### src/include/crxf_pkg.sv
//------------------------------------------------------------------------------
// Summary of operation
//------------------------------------------------------------------------------
// Summary of operation
// - swap bit clear routes input one to main receiver, set swaps inputs
// - only the main receiver feeds the digitizer and decoding logic
// - both receivers' signal strength values are stored for host readback
// - filter settings follow protocol selection, host may fine-tune afterwards
// - bits 7..4 pick band-pass ranges, all zero gives default band
// - bits 3:2 set digital gain reduction, bits 1:0 reserved
// - bit decoder turns subcarrier into bits with clock, tolerating glitches
// - framer builds bytes and strips frame and communication symbols
// - parity and crc are checked and dropped, payload goes to 12-byte fifo
// - a good start of frame sets flags in interrupt status
// - end of receive drives interrupt request high
// - interrupt raised when fifo reaches 75 percent while receiving
// - framing, parity or crc errors hold interrupt until flags are read and record cause
// - each protocol write reloads presets of related registers
// - bit collision raises interrupt and sets collision flag
// - type a collision position split over low register and bits 7:6
// - collision position counts from zero after start bit
// - decoders held in reset for wait value times 9.44 us after transmit
// - protocol write presets receive wait to minimum tag response time
// - no-response timer from slot start, value times 37.76 us, preset
package crxf_pkg;

  //----------------------------------------------------------------------------
  // register offsets (word addresses, one word each)
  //----------------------------------------------------------------------------
  localparam logic [7:0] CRXF_ADDR_CHIP_STATE = 8'h00;
  localparam logic [7:0] CRXF_ADDR_PROTOCOL = 8'h01;
  localparam logic [7:0] CRXF_ADDR_NO_RESP = 8'h07;
  localparam logic [7:0] CRXF_ADDR_RX_WAIT = 8'h08;
  localparam logic [7:0] CRXF_ADDR_FILTER_GAIN = 8'h0A;
  localparam logic [7:0] CRXF_ADDR_IRQ_FLAGS = 8'h0C;
  localparam logic [7:0] CRXF_ADDR_COLL_HIGH = 8'h0D;
  localparam logic [7:0] CRXF_ADDR_COLL_LOW = 8'h0E;
  localparam logic [7:0] CRXF_ADDR_STRENGTH = 8'h0F;
  localparam logic [7:0] CRXF_ADDR_FIFO_STATE = 8'h1C;
  localparam logic [7:0] CRXF_ADDR_FIFO_DATA = 8'h1F;

  //----------------------------------------------------------------------------
  // field positions
  //----------------------------------------------------------------------------
  localparam int CRXF_BIT_SWAP = 3;
  localparam int CRXF_BIT_TYPE_B = 0;
  localparam int CRXF_IRQ_FIFO = 6;
  localparam int CRXF_IRQ_RX_END = 5;
  localparam int CRXF_IRQ_SOF = 4;
  localparam int CRXF_IRQ_COLL = 1;
  localparam int CRXF_IRQ_NORESP = 0;
  localparam int CRXF_IRQ_ERR_CRC = 3;
  localparam int CRXF_IRQ_ERR_PAR = 2;
  localparam int CRXF_IRQ_ERR_FRM = 7;

  //----------------------------------------------------------------------------
  // reset values and protocol presets
  //----------------------------------------------------------------------------
  localparam logic [7:0] CRXF_RST_CHIP_STATE = 8'h00;
  localparam logic [7:0] CRXF_RST_PROTOCOL = 8'h00;
  localparam logic [7:0] CRXF_PRE_A_FILTER = 8'h20;
  localparam logic [7:0] CRXF_PRE_B_FILTER = 8'h00;
  localparam logic [7:0] CRXF_PRE_A_RX_WAIT = 8'h0E;
  localparam logic [7:0] CRXF_PRE_B_RX_WAIT = 8'h1F;
  localparam logic [7:0] CRXF_PRE_A_NO_RESP = 8'h0E;
  localparam logic [7:0] CRXF_PRE_B_NO_RESP = 8'h15;
  localparam logic [1:0] CRXF_RESERVED_MASK = 2'h0;

  //----------------------------------------------------------------------------
  // timing
  //----------------------------------------------------------------------------
  localparam int CRXF_CLK_KHZ = 40000;
  localparam int CRXF_RX_WAIT_NS = 9440;
  localparam int CRXF_NO_RESP_NS = 37760;
  localparam int CRXF_RX_WAIT_CYC = CRXF_RX_WAIT_NS * CRXF_CLK_KHZ / 1000000;
  localparam int CRXF_NO_RESP_CYC = CRXF_NO_RESP_NS * CRXF_CLK_KHZ / 1000000;
  localparam int CRXF_FIFO_DEPTH = 12;
  localparam int CRXF_FIFO_WARN = CRXF_FIFO_DEPTH * 3 / 4;
  localparam int CRXF_COLL_FIRST = 16;

endpackage

### src/core/crxf_top.sv
`timescale 1ns/1ps
`default_nettype none
module crxf_top #(
  parameter int FIFO_DEPTH = crxf_pkg::CRXF_FIFO_DEPTH,
  parameter int GLITCH_LEN = 2
) (
  input wire logic clk,
  input wire logic rst_n,
  input wire logic [7:0] avs_address,
  input wire logic avs_read,
  input wire logic avs_write,
  input wire logic [31:0] avs_writedata,
  output logic [31:0] avs_readdata,
  output logic avs_waitrequest,
  input wire logic rf_input_one,
  input wire logic rf_input_two,
  input wire logic [2:0] strength_main,
  input wire logic [2:0] strength_aux,
  input wire logic tx_done,
  input wire logic slot_start,
  input wire logic frame_sof,
  input wire logic frame_eof,
  input wire logic frame_bit,
  output logic main_rx_out,
  output logic aux_rx_out,
  output logic [3:0] band_select,
  output logic [1:0] gain_reduce,
  output logic irq
);
  import crxf_pkg::*;

  //----------------------------------------------------------------------------
  // registers
  //----------------------------------------------------------------------------
  logic [7:0] chip_state_q;
  logic [7:0] protocol_q;
  logic [7:0] no_resp_q;
  logic [7:0] rx_wait_q;
  logic [7:0] filter_q;
  logic [7:0] irq_flags_q;
  logic [7:0] coll_high_q;
  logic [7:0] coll_low_q;
  logic [7:0] strength_q;
  logic [7:0] fifo [FIFO_DEPTH];
  logic [3:0] wr_ptr_q;
  logic [3:0] rd_ptr_q;
  logic [4:0] count_q;
  logic ack_q;

  logic wr_access;
  logic rd_access;
  logic protocol_wr;
  logic type_b;
  assign wr_access = avs_write && !ack_q;
  assign rd_access = avs_read && !ack_q;
  assign protocol_wr = wr_access && avs_address == CRXF_ADDR_PROTOCOL;
  assign type_b = avs_writedata[CRXF_BIT_TYPE_B];

  // wrap a fifo pointer
  function automatic logic [3:0] ptr_inc(input logic [3:0] p);
    if (p == 4'(FIFO_DEPTH - 1))
      ptr_inc = 4'h0;
    else
      ptr_inc = p + 4'h1;
  endfunction

  //----------------------------------------------------------------------------
  // input routing
  //----------------------------------------------------------------------------
  // swap mux; only main path feeds the decoder
  always_ff @(posedge clk or negedge rst_n)
  begin
    if (!rst_n)
    begin
      main_rx_out <= 1'b0;
      aux_rx_out <= 1'b0;
    end
    else
    begin
      main_rx_out <= chip_state_q[CRXF_BIT_SWAP] ? rf_input_two
                                                 : rf_input_one;
      aux_rx_out <= chip_state_q[CRXF_BIT_SWAP] ? rf_input_one
                                                : rf_input_two;
    end
  end

  //----------------------------------------------------------------------------
  // bus slave: one wait cycle per access
  //----------------------------------------------------------------------------
  // acknowledge toggles so every access sees one waitrequest cycle
  always_ff @(posedge clk or negedge rst_n)
  begin
    if (!rst_n)
      ack_q <= 1'b0;
    else
      ack_q <= (avs_read || avs_write) && !ack_q;
  end

  // waitrequest is high while a request waits for its acknowledge
  always_ff @(posedge clk or negedge rst_n)
  begin
    if (!rst_n)
      avs_waitrequest <= 1'b1;
    else
      avs_waitrequest <= !((avs_read || avs_write) && !ack_q);
  end

  // plain control registers
  always_ff @(posedge clk or negedge rst_n)
  begin
    if (!rst_n)
    begin
      chip_state_q <= CRXF_RST_CHIP_STATE;
      protocol_q <= CRXF_RST_PROTOCOL;
    end
    else if (wr_access)
    begin
      if (avs_address == CRXF_ADDR_CHIP_STATE)
        chip_state_q <= avs_writedata[7:0];
      if (avs_address == CRXF_ADDR_PROTOCOL)
        protocol_q <= avs_writedata[7:0];
    end
  end

  // protocol writes reload presets; later writes fine-tune
  always_ff @(posedge clk or negedge rst_n)
  begin
    if (!rst_n)
    begin
      filter_q <= CRXF_PRE_A_FILTER;
      rx_wait_q <= CRXF_PRE_A_RX_WAIT;
      no_resp_q <= CRXF_PRE_A_NO_RESP;
    end
    else if (protocol_wr)
    begin
      filter_q <= type_b ? CRXF_PRE_B_FILTER : CRXF_PRE_A_FILTER;
      rx_wait_q <= type_b ? CRXF_PRE_B_RX_WAIT
                          : CRXF_PRE_A_RX_WAIT;
      no_resp_q <= type_b ? CRXF_PRE_B_NO_RESP
                          : CRXF_PRE_A_NO_RESP;
    end
    else if (wr_access)
    begin
      if (avs_address == CRXF_ADDR_FILTER_GAIN)
        filter_q <= {avs_writedata[7:2], CRXF_RESERVED_MASK};
      if (avs_address == CRXF_ADDR_RX_WAIT)
        rx_wait_q <= avs_writedata[7:0];
      if (avs_address == CRXF_ADDR_NO_RESP)
        no_resp_q <= avs_writedata[7:0];
    end
  end

  // filter and gain outputs
  always_ff @(posedge clk or negedge rst_n)
  begin
    if (!rst_n)
    begin
      band_select <= 4'h0;
      gain_reduce <= 2'h0;
    end
    else
    begin
      band_select <= filter_q[7:4];
      gain_reduce <= filter_q[3:2];
    end
  end

  //----------------------------------------------------------------------------
  // receive-wait and no-response timers
  //----------------------------------------------------------------------------
  logic [15:0] wait_cyc_q;
  logic [7:0] wait_units_q;
  logic hold_q;
  logic [15:0] nr_cyc_q;
  logic [7:0] nr_units_q;
  logic nr_run_q;
  logic nr_expire;

  // decoders held in reset for rx_wait units after transmit
  always_ff @(posedge clk or negedge rst_n)
  begin
    if (!rst_n)
    begin
      hold_q <= 1'b0;
      wait_cyc_q <= 16'h0000;
      wait_units_q <= 8'h00;
    end
    else if (tx_done)
    begin
      hold_q <= rx_wait_q != 8'h00;
      wait_cyc_q <= 16'h0000;
      wait_units_q <= rx_wait_q;
    end
    else if (hold_q)
    begin
      if (wait_cyc_q == 16'(CRXF_RX_WAIT_CYC - 1))
      begin
        wait_cyc_q <= 16'h0000;
        wait_units_q <= wait_units_q - 8'h01;
        if (wait_units_q == 8'h01)
          hold_q <= 1'b0;
      end
      else
        wait_cyc_q <= wait_cyc_q + 16'h0001;
    end
  end

  // no-response timer from slot start until sof
  always_ff @(posedge clk or negedge rst_n)
  begin
    if (!rst_n)
    begin
      nr_run_q <= 1'b0;
      nr_cyc_q <= 16'h0000;
      nr_units_q <= 8'h00;
    end
    else if (slot_start)
    begin
      nr_run_q <= 1'b1;
      nr_cyc_q <= 16'h0000;
      nr_units_q <= no_resp_q;
    end
    else if (nr_run_q)
    begin
      if (frame_sof && !hold_q)
        nr_run_q <= 1'b0;
      else if (nr_expire)
        nr_run_q <= 1'b0;
      else if (nr_cyc_q == 16'(CRXF_NO_RESP_CYC - 1))
      begin
        nr_cyc_q <= 16'h0000;
        nr_units_q <= nr_units_q - 8'h01;
      end
      else
        nr_cyc_q <= nr_cyc_q + 16'h0001;
    end
  end
  assign nr_expire = nr_run_q && nr_units_q == 8'h00;

  //----------------------------------------------------------------------------
  // bit decoder: glitch filter on main path
  //----------------------------------------------------------------------------
  logic [GLITCH_LEN-1:0] hist_q;
  logic bit_q;
  logic bit_clk_q;
  logic armed_q;

  // a level must persist GLITCH_LEN samples before it is taken
  always_ff @(posedge clk or negedge rst_n)
  begin
    if (!rst_n)
    begin
      hist_q <= '0;
      bit_q <= 1'b0;
      bit_clk_q <= 1'b0;
      armed_q <= 1'b0;
    end
    else if (hold_q)
    begin
      hist_q <= '0;
      bit_clk_q <= 1'b0;
      armed_q <= 1'b0;
    end
    else
    begin
      hist_q <= {hist_q[GLITCH_LEN-2:0], frame_bit};
      bit_clk_q <= 1'b0;
      if (frame_sof)
        armed_q <= 1'b0; // line noise before sof is no bit
      else if (!(&hist_q || ~|hist_q))
        armed_q <= 1'b1; // a change arms exactly one strobe
      else if (armed_q)
      begin
        bit_q <= hist_q[0];
        bit_clk_q <= 1'b1;
        armed_q <= 1'b0;
      end
    end
  end

  //----------------------------------------------------------------------------
  // framer: 8 data bits plus parity, crc check, fifo write
  //----------------------------------------------------------------------------
  typedef enum logic [1:0] {CRXF_IDLE, CRXF_DATA, CRXF_PARITY} crxf_state_e;
  crxf_state_e state_q;
  logic [2:0] bit_cnt_q;
  logic [7:0] shift_q;
  logic [9:0] pos_q;
  logic [15:0] crc_q;
  logic [7:0] pend_q [2];
  logic [1:0] pend_cnt_q;
  logic push;
  logic [7:0] push_data;
  logic pop;
  logic sof_ok;
  logic eof_ok;
  logic par_err;
  logic coll_hit;

  // crc byte update, reflected 0x8408 polynomial
  function automatic logic [15:0] crc_byte(input logic [15:0] c,
                                           input logic [7:0] d);
    logic [15:0] r;
    r = c;
    for (int i = 0; i < 8; i++)
      r = (r[0] ^ d[i]) ? ((r >> 1) ^ 16'h8408) : (r >> 1);
    crc_byte = r;
  endfunction

  assign sof_ok = frame_sof && !frame_eof && !hold_q;
  assign eof_ok = frame_eof && !frame_sof && !hold_q
                  && state_q != CRXF_IDLE;
  assign par_err = bit_clk_q && state_q == CRXF_PARITY
                   && bit_q == ^shift_q;
  assign coll_hit = frame_sof && frame_eof && state_q != CRXF_IDLE;
  assign pop = rd_access && avs_address == CRXF_ADDR_FIFO_DATA
               && count_q != 5'h00;

  // bytes delayed by two so the crc bytes are never pushed
  always_ff @(posedge clk or negedge rst_n)
  begin
    if (!rst_n)
    begin
      state_q <= CRXF_IDLE;
      bit_cnt_q <= 3'h0;
      shift_q <= 8'h00;
      pos_q <= 10'h000;
      crc_q <= 16'hFFFF;
      pend_cnt_q <= 2'h0;
      pend_q[0] <= 8'h00;
      pend_q[1] <= 8'h00;
    end
    else if (sof_ok)
    begin
      state_q <= CRXF_DATA;
      bit_cnt_q <= 3'h0;
      pos_q <= 10'h000;
      crc_q <= 16'hFFFF;
      pend_cnt_q <= 2'h0;
    end
    else if (eof_ok)
      state_q <= CRXF_IDLE;
    else if (bit_clk_q)
    begin
      if (state_q == CRXF_DATA)
      begin
        pos_q <= pos_q + 10'h001; // data bits only
        shift_q <= {bit_q, shift_q[7:1]};
        bit_cnt_q <= bit_cnt_q + 3'h1;
        if (bit_cnt_q == 3'h7)
          state_q <= CRXF_PARITY;
      end
      else if (state_q == CRXF_PARITY)
      begin
        state_q <= CRXF_DATA; // parity bit dropped
        crc_q <= crc_byte(crc_q, shift_q);
        pend_q[1] <= pend_q[0];
        pend_q[0] <= shift_q;
        if (pend_cnt_q != 2'h2)
          pend_cnt_q <= pend_cnt_q + 2'h1;
      end
    end
  end
  assign push = bit_clk_q && state_q == CRXF_PARITY && pend_cnt_q == 2'h2
                && count_q != 5'(FIFO_DEPTH);
  assign push_data = pend_q[1];

  // receive fifo storage, needs no reset
  always_ff @(posedge clk)
  begin
    if (push)
      fifo[wr_ptr_q] <= push_data;
  end

  // receive fifo pointers and count
  always_ff @(posedge clk or negedge rst_n)
  begin
    if (!rst_n)
    begin
      wr_ptr_q <= 4'h0;
      rd_ptr_q <= 4'h0;
      count_q <= 5'h00;
    end
    else
    begin
      if (push)
        wr_ptr_q <= ptr_inc(wr_ptr_q);
      if (pop)
        rd_ptr_q <= ptr_inc(rd_ptr_q);
      count_q <= count_q + 5'(push) - 5'(pop);
    end
  end

  //----------------------------------------------------------------------------
  // collision and signal strength capture
  //----------------------------------------------------------------------------
  always_ff @(posedge clk or negedge rst_n)
  begin
    if (!rst_n)
    begin
      coll_low_q <= 8'h00;
      coll_high_q <= 8'h00;
      strength_q <= 8'h00;
    end
    else
    begin
      if (coll_hit && !protocol_q[CRXF_BIT_TYPE_B])
      begin
        coll_low_q <= pos_q[7:0];
        coll_high_q[7:6] <= pos_q[9:8];
      end
      if (wr_access && avs_address == CRXF_ADDR_COLL_HIGH)
        coll_high_q[5:0] <= avs_writedata[5:0];
      if (eof_ok)
        strength_q <= {2'h1, strength_aux, strength_main};
    end
  end

  //----------------------------------------------------------------------------
  // interrupt flags: set wins over clear-on-read
  //----------------------------------------------------------------------------
  logic [7:0] set_vec;
  logic flags_rd;
  logic crc_bad;
  logic fifo_warn;
  assign crc_bad = eof_ok && crc_q != 16'h0000;
  assign fifo_warn = push && count_q == 5'(CRXF_FIFO_WARN - 1);
  assign flags_rd = rd_access && avs_address == CRXF_ADDR_IRQ_FLAGS;

  always_comb
  begin
    set_vec = 8'h00;
    set_vec[CRXF_IRQ_SOF] = sof_ok;
    set_vec[CRXF_IRQ_RX_END] = eof_ok;
    set_vec[CRXF_IRQ_FIFO] = fifo_warn;
    set_vec[CRXF_IRQ_ERR_PAR] = par_err;
    set_vec[CRXF_IRQ_ERR_CRC] = crc_bad;
    set_vec[CRXF_IRQ_ERR_FRM] = eof_ok && bit_cnt_q != 3'h0;
    set_vec[CRXF_IRQ_COLL] = coll_hit;
    set_vec[CRXF_IRQ_NORESP] = nr_expire;
  end

  always_ff @(posedge clk or negedge rst_n)
  begin
    if (!rst_n)
      irq_flags_q <= 8'h00;
    else
      irq_flags_q <= (flags_rd ? 8'h00 : irq_flags_q) | set_vec;
  end

  // request line: level for every flag not masked by coll_high_q, cleared by flag read
  always_ff @(posedge clk or negedge rst_n)
  begin
    if (!rst_n)
      irq <= 1'b0;
    else
      irq <= |(irq_flags_q & ~coll_high_q) & !flags_rd;
  end

  //----------------------------------------------------------------------------
  // read data
  //----------------------------------------------------------------------------
  always_ff @(posedge clk or negedge rst_n)
  begin
    if (!rst_n)
      avs_readdata <= 32'h0000_0000;
    else if (rd_access)
    begin
      unique case (avs_address)
        CRXF_ADDR_CHIP_STATE: avs_readdata <= {24'h0, chip_state_q};
        CRXF_ADDR_PROTOCOL: avs_readdata <= {24'h0, protocol_q};
        CRXF_ADDR_NO_RESP: avs_readdata <= {24'h0, no_resp_q};
        CRXF_ADDR_RX_WAIT: avs_readdata <= {24'h0, rx_wait_q};
        CRXF_ADDR_FILTER_GAIN: avs_readdata <= {24'h0, filter_q};
        CRXF_ADDR_IRQ_FLAGS: avs_readdata <= {24'h0, irq_flags_q};
        CRXF_ADDR_COLL_HIGH: avs_readdata <= {24'h0, coll_high_q};
        CRXF_ADDR_COLL_LOW: avs_readdata <= {24'h0, coll_low_q};
        CRXF_ADDR_STRENGTH: avs_readdata <= {24'h0, strength_q};
        CRXF_ADDR_FIFO_STATE: avs_readdata <= {27'h0, count_q};
        CRXF_ADDR_FIFO_DATA: avs_readdata <= {24'h0, fifo[rd_ptr_q]};
        default: avs_readdata <= 32'h0000_0000;
      endcase
    end
  end

endmodule
`default_nettype wire

### config.mk
export PLATFORM = sky130hd
export DESIGN_NAME = crxf_top
export DESIGN_NICKNAME = d
export VERILOG_FILES = /design/src/include/crxf_pkg.sv /design/src/core/crxf_top.sv
export SDC_FILE = /design/constraint.sdc
export NUM_CORES = 1
export LEC_CHECK = 0
export ABC_AREA = 1
export BUFFER_PORTS_ARGS = -buffer_cell sky130_fd_sc_hd__buf_4
export CAP_MARGIN = 20
export CORE_AREA = 3 3 201 203
export CTS_BUF_LIST = sky130_fd_sc_hd__clkbuf_4
export DETAILED_ROUTE_END_ITERATION = 12
export DIE_AREA = 0 0 204 206
export GPL_TIMING_DRIVEN = 0
export PLACE_DENSITY_LB_ADDON = 0.05
export SLEW_MARGIN = 20
export SYNTH_ARGS = -nofsm -noshare
export SYNTH_HDL_FRONTEND = slang
export SYNTH_SLANG_ARGS = --single-unit
### constraint.sdc
create_clock -name clk -period 5.5 [get_ports clk]
set_clock_uncertainty 0.05 [all_clocks]
set_input_delay 1.1 -clock clk [delete_from_list [all_inputs] [get_ports clk]]
set_output_delay 1.1 -clock clk [all_outputs]
set_load 0.1 [all_outputs]
==> flow_summary_export.csv <==
group,metric,value,unit
clock_network,clock_latency,0.77,ns
yosys,async_flop_share,0.689,
routing,ant_nets,0,
floorplanning,die_h,206,um
outcome,outcome,"complete, no violations",
yosys,seq_area_frac_synth,0.533,
global_route,grt_pass1_vias,12000,
layout,drive_above_1_share,0.175,
timing,fin_crit_sh,0.598,
global_route,grt_antenna_before_repair,2,
setup_path,crit_path_end_kind,"register",
yosys,synth_flop_cell,"dfrtp_1",
timing,max_freq,0.304,GHz
min_path,min_path_type,"in -> async",
timing,max_slew_margin,0.436,
layout,stdcell_count,2537,
clock_network,cts-buffers-inserted,88,
pwr,leakagePower,0.00831,uW
routing,drt-total-wl,40.9,mm
run,cap_viol_max_count,0,
global_route,grt_pass1_wl,65.5,mm
yosys,ys_ff_latch,309,
floorplanning,rows,72,
floorplanning,coreArea,38600,um^2
routing,drt_iter0_drc,759,
setup_path,required,6.09,ns
yosys,yosys_warnings,0,
pwr,power_density,359,nW/um^2
clock_network,htree_levels,3,
clock_network,cts_sinks,309,
placed_design,dp_cells,2379,
timing,setup_viol,0,
setup_path,path_max_fanout,10,
layout,fin_util,0.461,
timing,tightest_slew,0.842,ns
setup_path,critPathArrivalTime,3.87,ns
timing,final.setup.tns,0,ns
routing,routed-via-count,12300,
routing,routedWlPerCell,16.1,um
setup_path,path_class,"reg -> reg",
routing,dr.pass1.iters,5,
floorplanning,start_util,0.400,
clock_network,cts_root_buf,"clkbuf_4",
clock_network,cts_buffer_depth,3,
timing,hold_viol,0,
global_route,grt_use_total,0.199,
yosys,syn_avg_cell_area,8.67,um^2
global_route,overflow,0,
timing,slew_viol_final,0,
yosys,synth_area,15500,um^2
timing,rsz0062_at_grt,"false",
clock_network,clk_pin_slew,0.07,ns
global_route,grt_max_degree,95,
clock_network,tritoncts,"done",
layout,fin_nets,2037,
setup_path,start_kind,"register",
placed_design,gp_congestion,0.853,
placed_design,hpwlAfterDp,29.1,mm
layout,area_delta_synth_final,15.0,%
clock_network,postCtsSetupBuffers,0,
floorplanning,dieArea,42000,um^2
clock_network,hold_buffers,0,
placed_design,port_buffers,50,
floorplanning,die_w,204,um
yosys,synth-edff-count,96,
routing,viasPerCell,4.85,
yosys,ys_types,50,
clock_network,cts.repair.resized,0,
yosys,synthCells,1785,
setup_path,reg2reg_slack,2.21,ns
routing,drc,0,
floorplanning,pin_count,99,
pwr,vdd_drop_max,0.251,mV
timing,fin_crit,3.29,ns
critical path: stages, from the launching register on:
cell     delay [ns]
dfrtp_1        0.45
nor3_1         0.40
nand2_1        0.16
nand3_1        0.34
buf_2          0.35
ha_1           0.28
inv_1          0.06
ha_1           0.16
inv_1          0.06
fa_1           0.42
o21ai_0        0.19
a21oi_1        0.10
xor2_1         0.14
cell usage in the layout (no fill, tap or decap), types with 3 or more instances in the layout:
cell type / netlist / layout
o21ai_1: 46 / 46
diode_2: 0 / 3
buf_2: 34 / 34
buf_4: 29 / 79
inv_2: 11 / 15
dfrtp_1: 189 / 189
nor2_2: 6 / 7
o31ai_1: 9 / 9
edfxtp_1: 96 / 96
conb_1: 1 / 24
o22ai_1: 12 / 12
nand2_2: 9 / 9
nor3_2: 0 / 10
buf_6: 7 / 7
xnor2_1: 19 / 19
nand3_1: 221 / 221
a21oi_1: 26 / 26
dfstp_2: 24 / 24
or2_2: 3 / 3
nand2_1: 476 / 476
clkbuf_1: 10 / 10
nor2_1: 115 / 114
nand2_4: 4 / 4
nand4_1: 18 / 18
ha_1: 28 / 28
clkinv_1: 4 / 21
o21ai_0: 91 / 91
nor2_4: 9 / 9
nor3_1: 23 / 13
nand3b_1: 3 / 3
nand3_2: 4 / 4
a31oi_1: 6 / 6
inv_1: 187 / 187
nor4_1: 6 / 6
mux2_2: 4 / 4
clkbuf_4: 0 / 132
xor2_1: 32 / 32
cell type report:
cell class,instances,area (um^2)
Fill cell,3875,20800
Inverter,203,764
Buffer,82,512
Antenna cell,3,7.51
Timing Repair Buffer,53,445
Sequential cell,309,8240
Clock buffer,132,991
Multi-Input combinational cell,1214,6100
Tap cell,518,648
Clock inverter,23,93.8
state kept, by name (all words and copies together) (netlist names), 10 cells and up:
| register | cells |
|---|---|
| nr_cyc_q | 16 |
| crc_q | 16 |
| wait_cyc_q | 16 |
| fifo | 96 |
| pos_q | 10 |
cells by family after synthesis:
family | synth area share
AND/OR/NAND/NOR | 0.257
flip-flops | 0.533
buffers and inverters | 0.0825
AO/OA/AOI/OAI | 0.0691
XOR/XNOR | 0.0299
adder cells (fa/ha/maj) | 0.0239
multiplexers | 0.00420
other | 0.000242
synth_stat cells, types with 9 or more instances:
cell / number / share of area
nand2_1: 476 / 0.12
buf_4: 29 / 0.014
nand3_1: 221 / 0.071
inv_1: 187 / 0.045
nand4_1: 18 / 0.0073
dfrtp_1: 189 / 0.31
dfstp_2: 24 / 0.041
a21oi_1: 26 / 0.0084
o31ai_1: 9 / 0.0044
xor2_1: 32 / 0.018
xnor2_1: 19 / 0.011
nor2_4: 9 / 0.0065
ha_1: 28 / 0.023
o21ai_0: 91 / 0.029
o22ai_1: 12 / 0.0049
nor3_1: 23 / 0.0074
edfxtp_1: 96 / 0.19
buf_2: 34 / 0.011
clkbuf_1: 10 / 0.0024
o21ai_1: 46 / 0.015
nand2_2: 9 / 0.0036
nor2_1: 115 / 0.028
inv_2: 11 / 0.0027
report_power, final:
group	total (uW)	switching [uW]	internal, uW
registers	3140	350	2790
logic	1180	763	415
clock network	2080	988	1090
total	6400	2100	4300
path summary, 6_finish.rpt:
| kind | from | to | depth (start not counted) |
|---|---|---|---|
| worst min-delay path | rst_n | rd_ptr_q[2] | 1 |
| worst max-delay path | count_q[1] | count_q[4] | 12 |
| min in group clk | filter_q[6] | band_select[2] | 0 |
| max in group asynchronous | rst_n | no_resp_q[3] | 2 |
| worst min register to register | filter_q[6] | band_select[2] | 0 |
| worst max register to register | count_q[1] | count_q[4] | 12 |
per-stage QoR:
step | setup slack, ns | total power, uW | area, um^2 | hold slack [ns]
finish | 2.21 | 6400 | 17800 | 0.197
global route | 2.01 | 6830 | 17800 | 0.120
CTS | 2.31 | 6500 | 17800 | 0.130
detailed placement | 1.72 | 4370 | 16700 | 0.359
global placement | 1.47 | 4340 | 16600 | 0.351
floorplan | 2.29 | 3950 | 15600 | 0.325
per-layer routing:
| metal | vias up | global-route usage | part of all wire |
|---|---|---|---|
| li1 | 6182 | - | - |
| met1 | 5795 | 0.287 | 0.49 |
| met2 | 278 | 0.305 | 0.45 |
| met3 | 60 | 0.0402 | 0.048 |
| met4 | 0 | 0.0597 | 0.018 |
| met5 | - | 0 | 0 |
(Power assumes the default switching activity.)
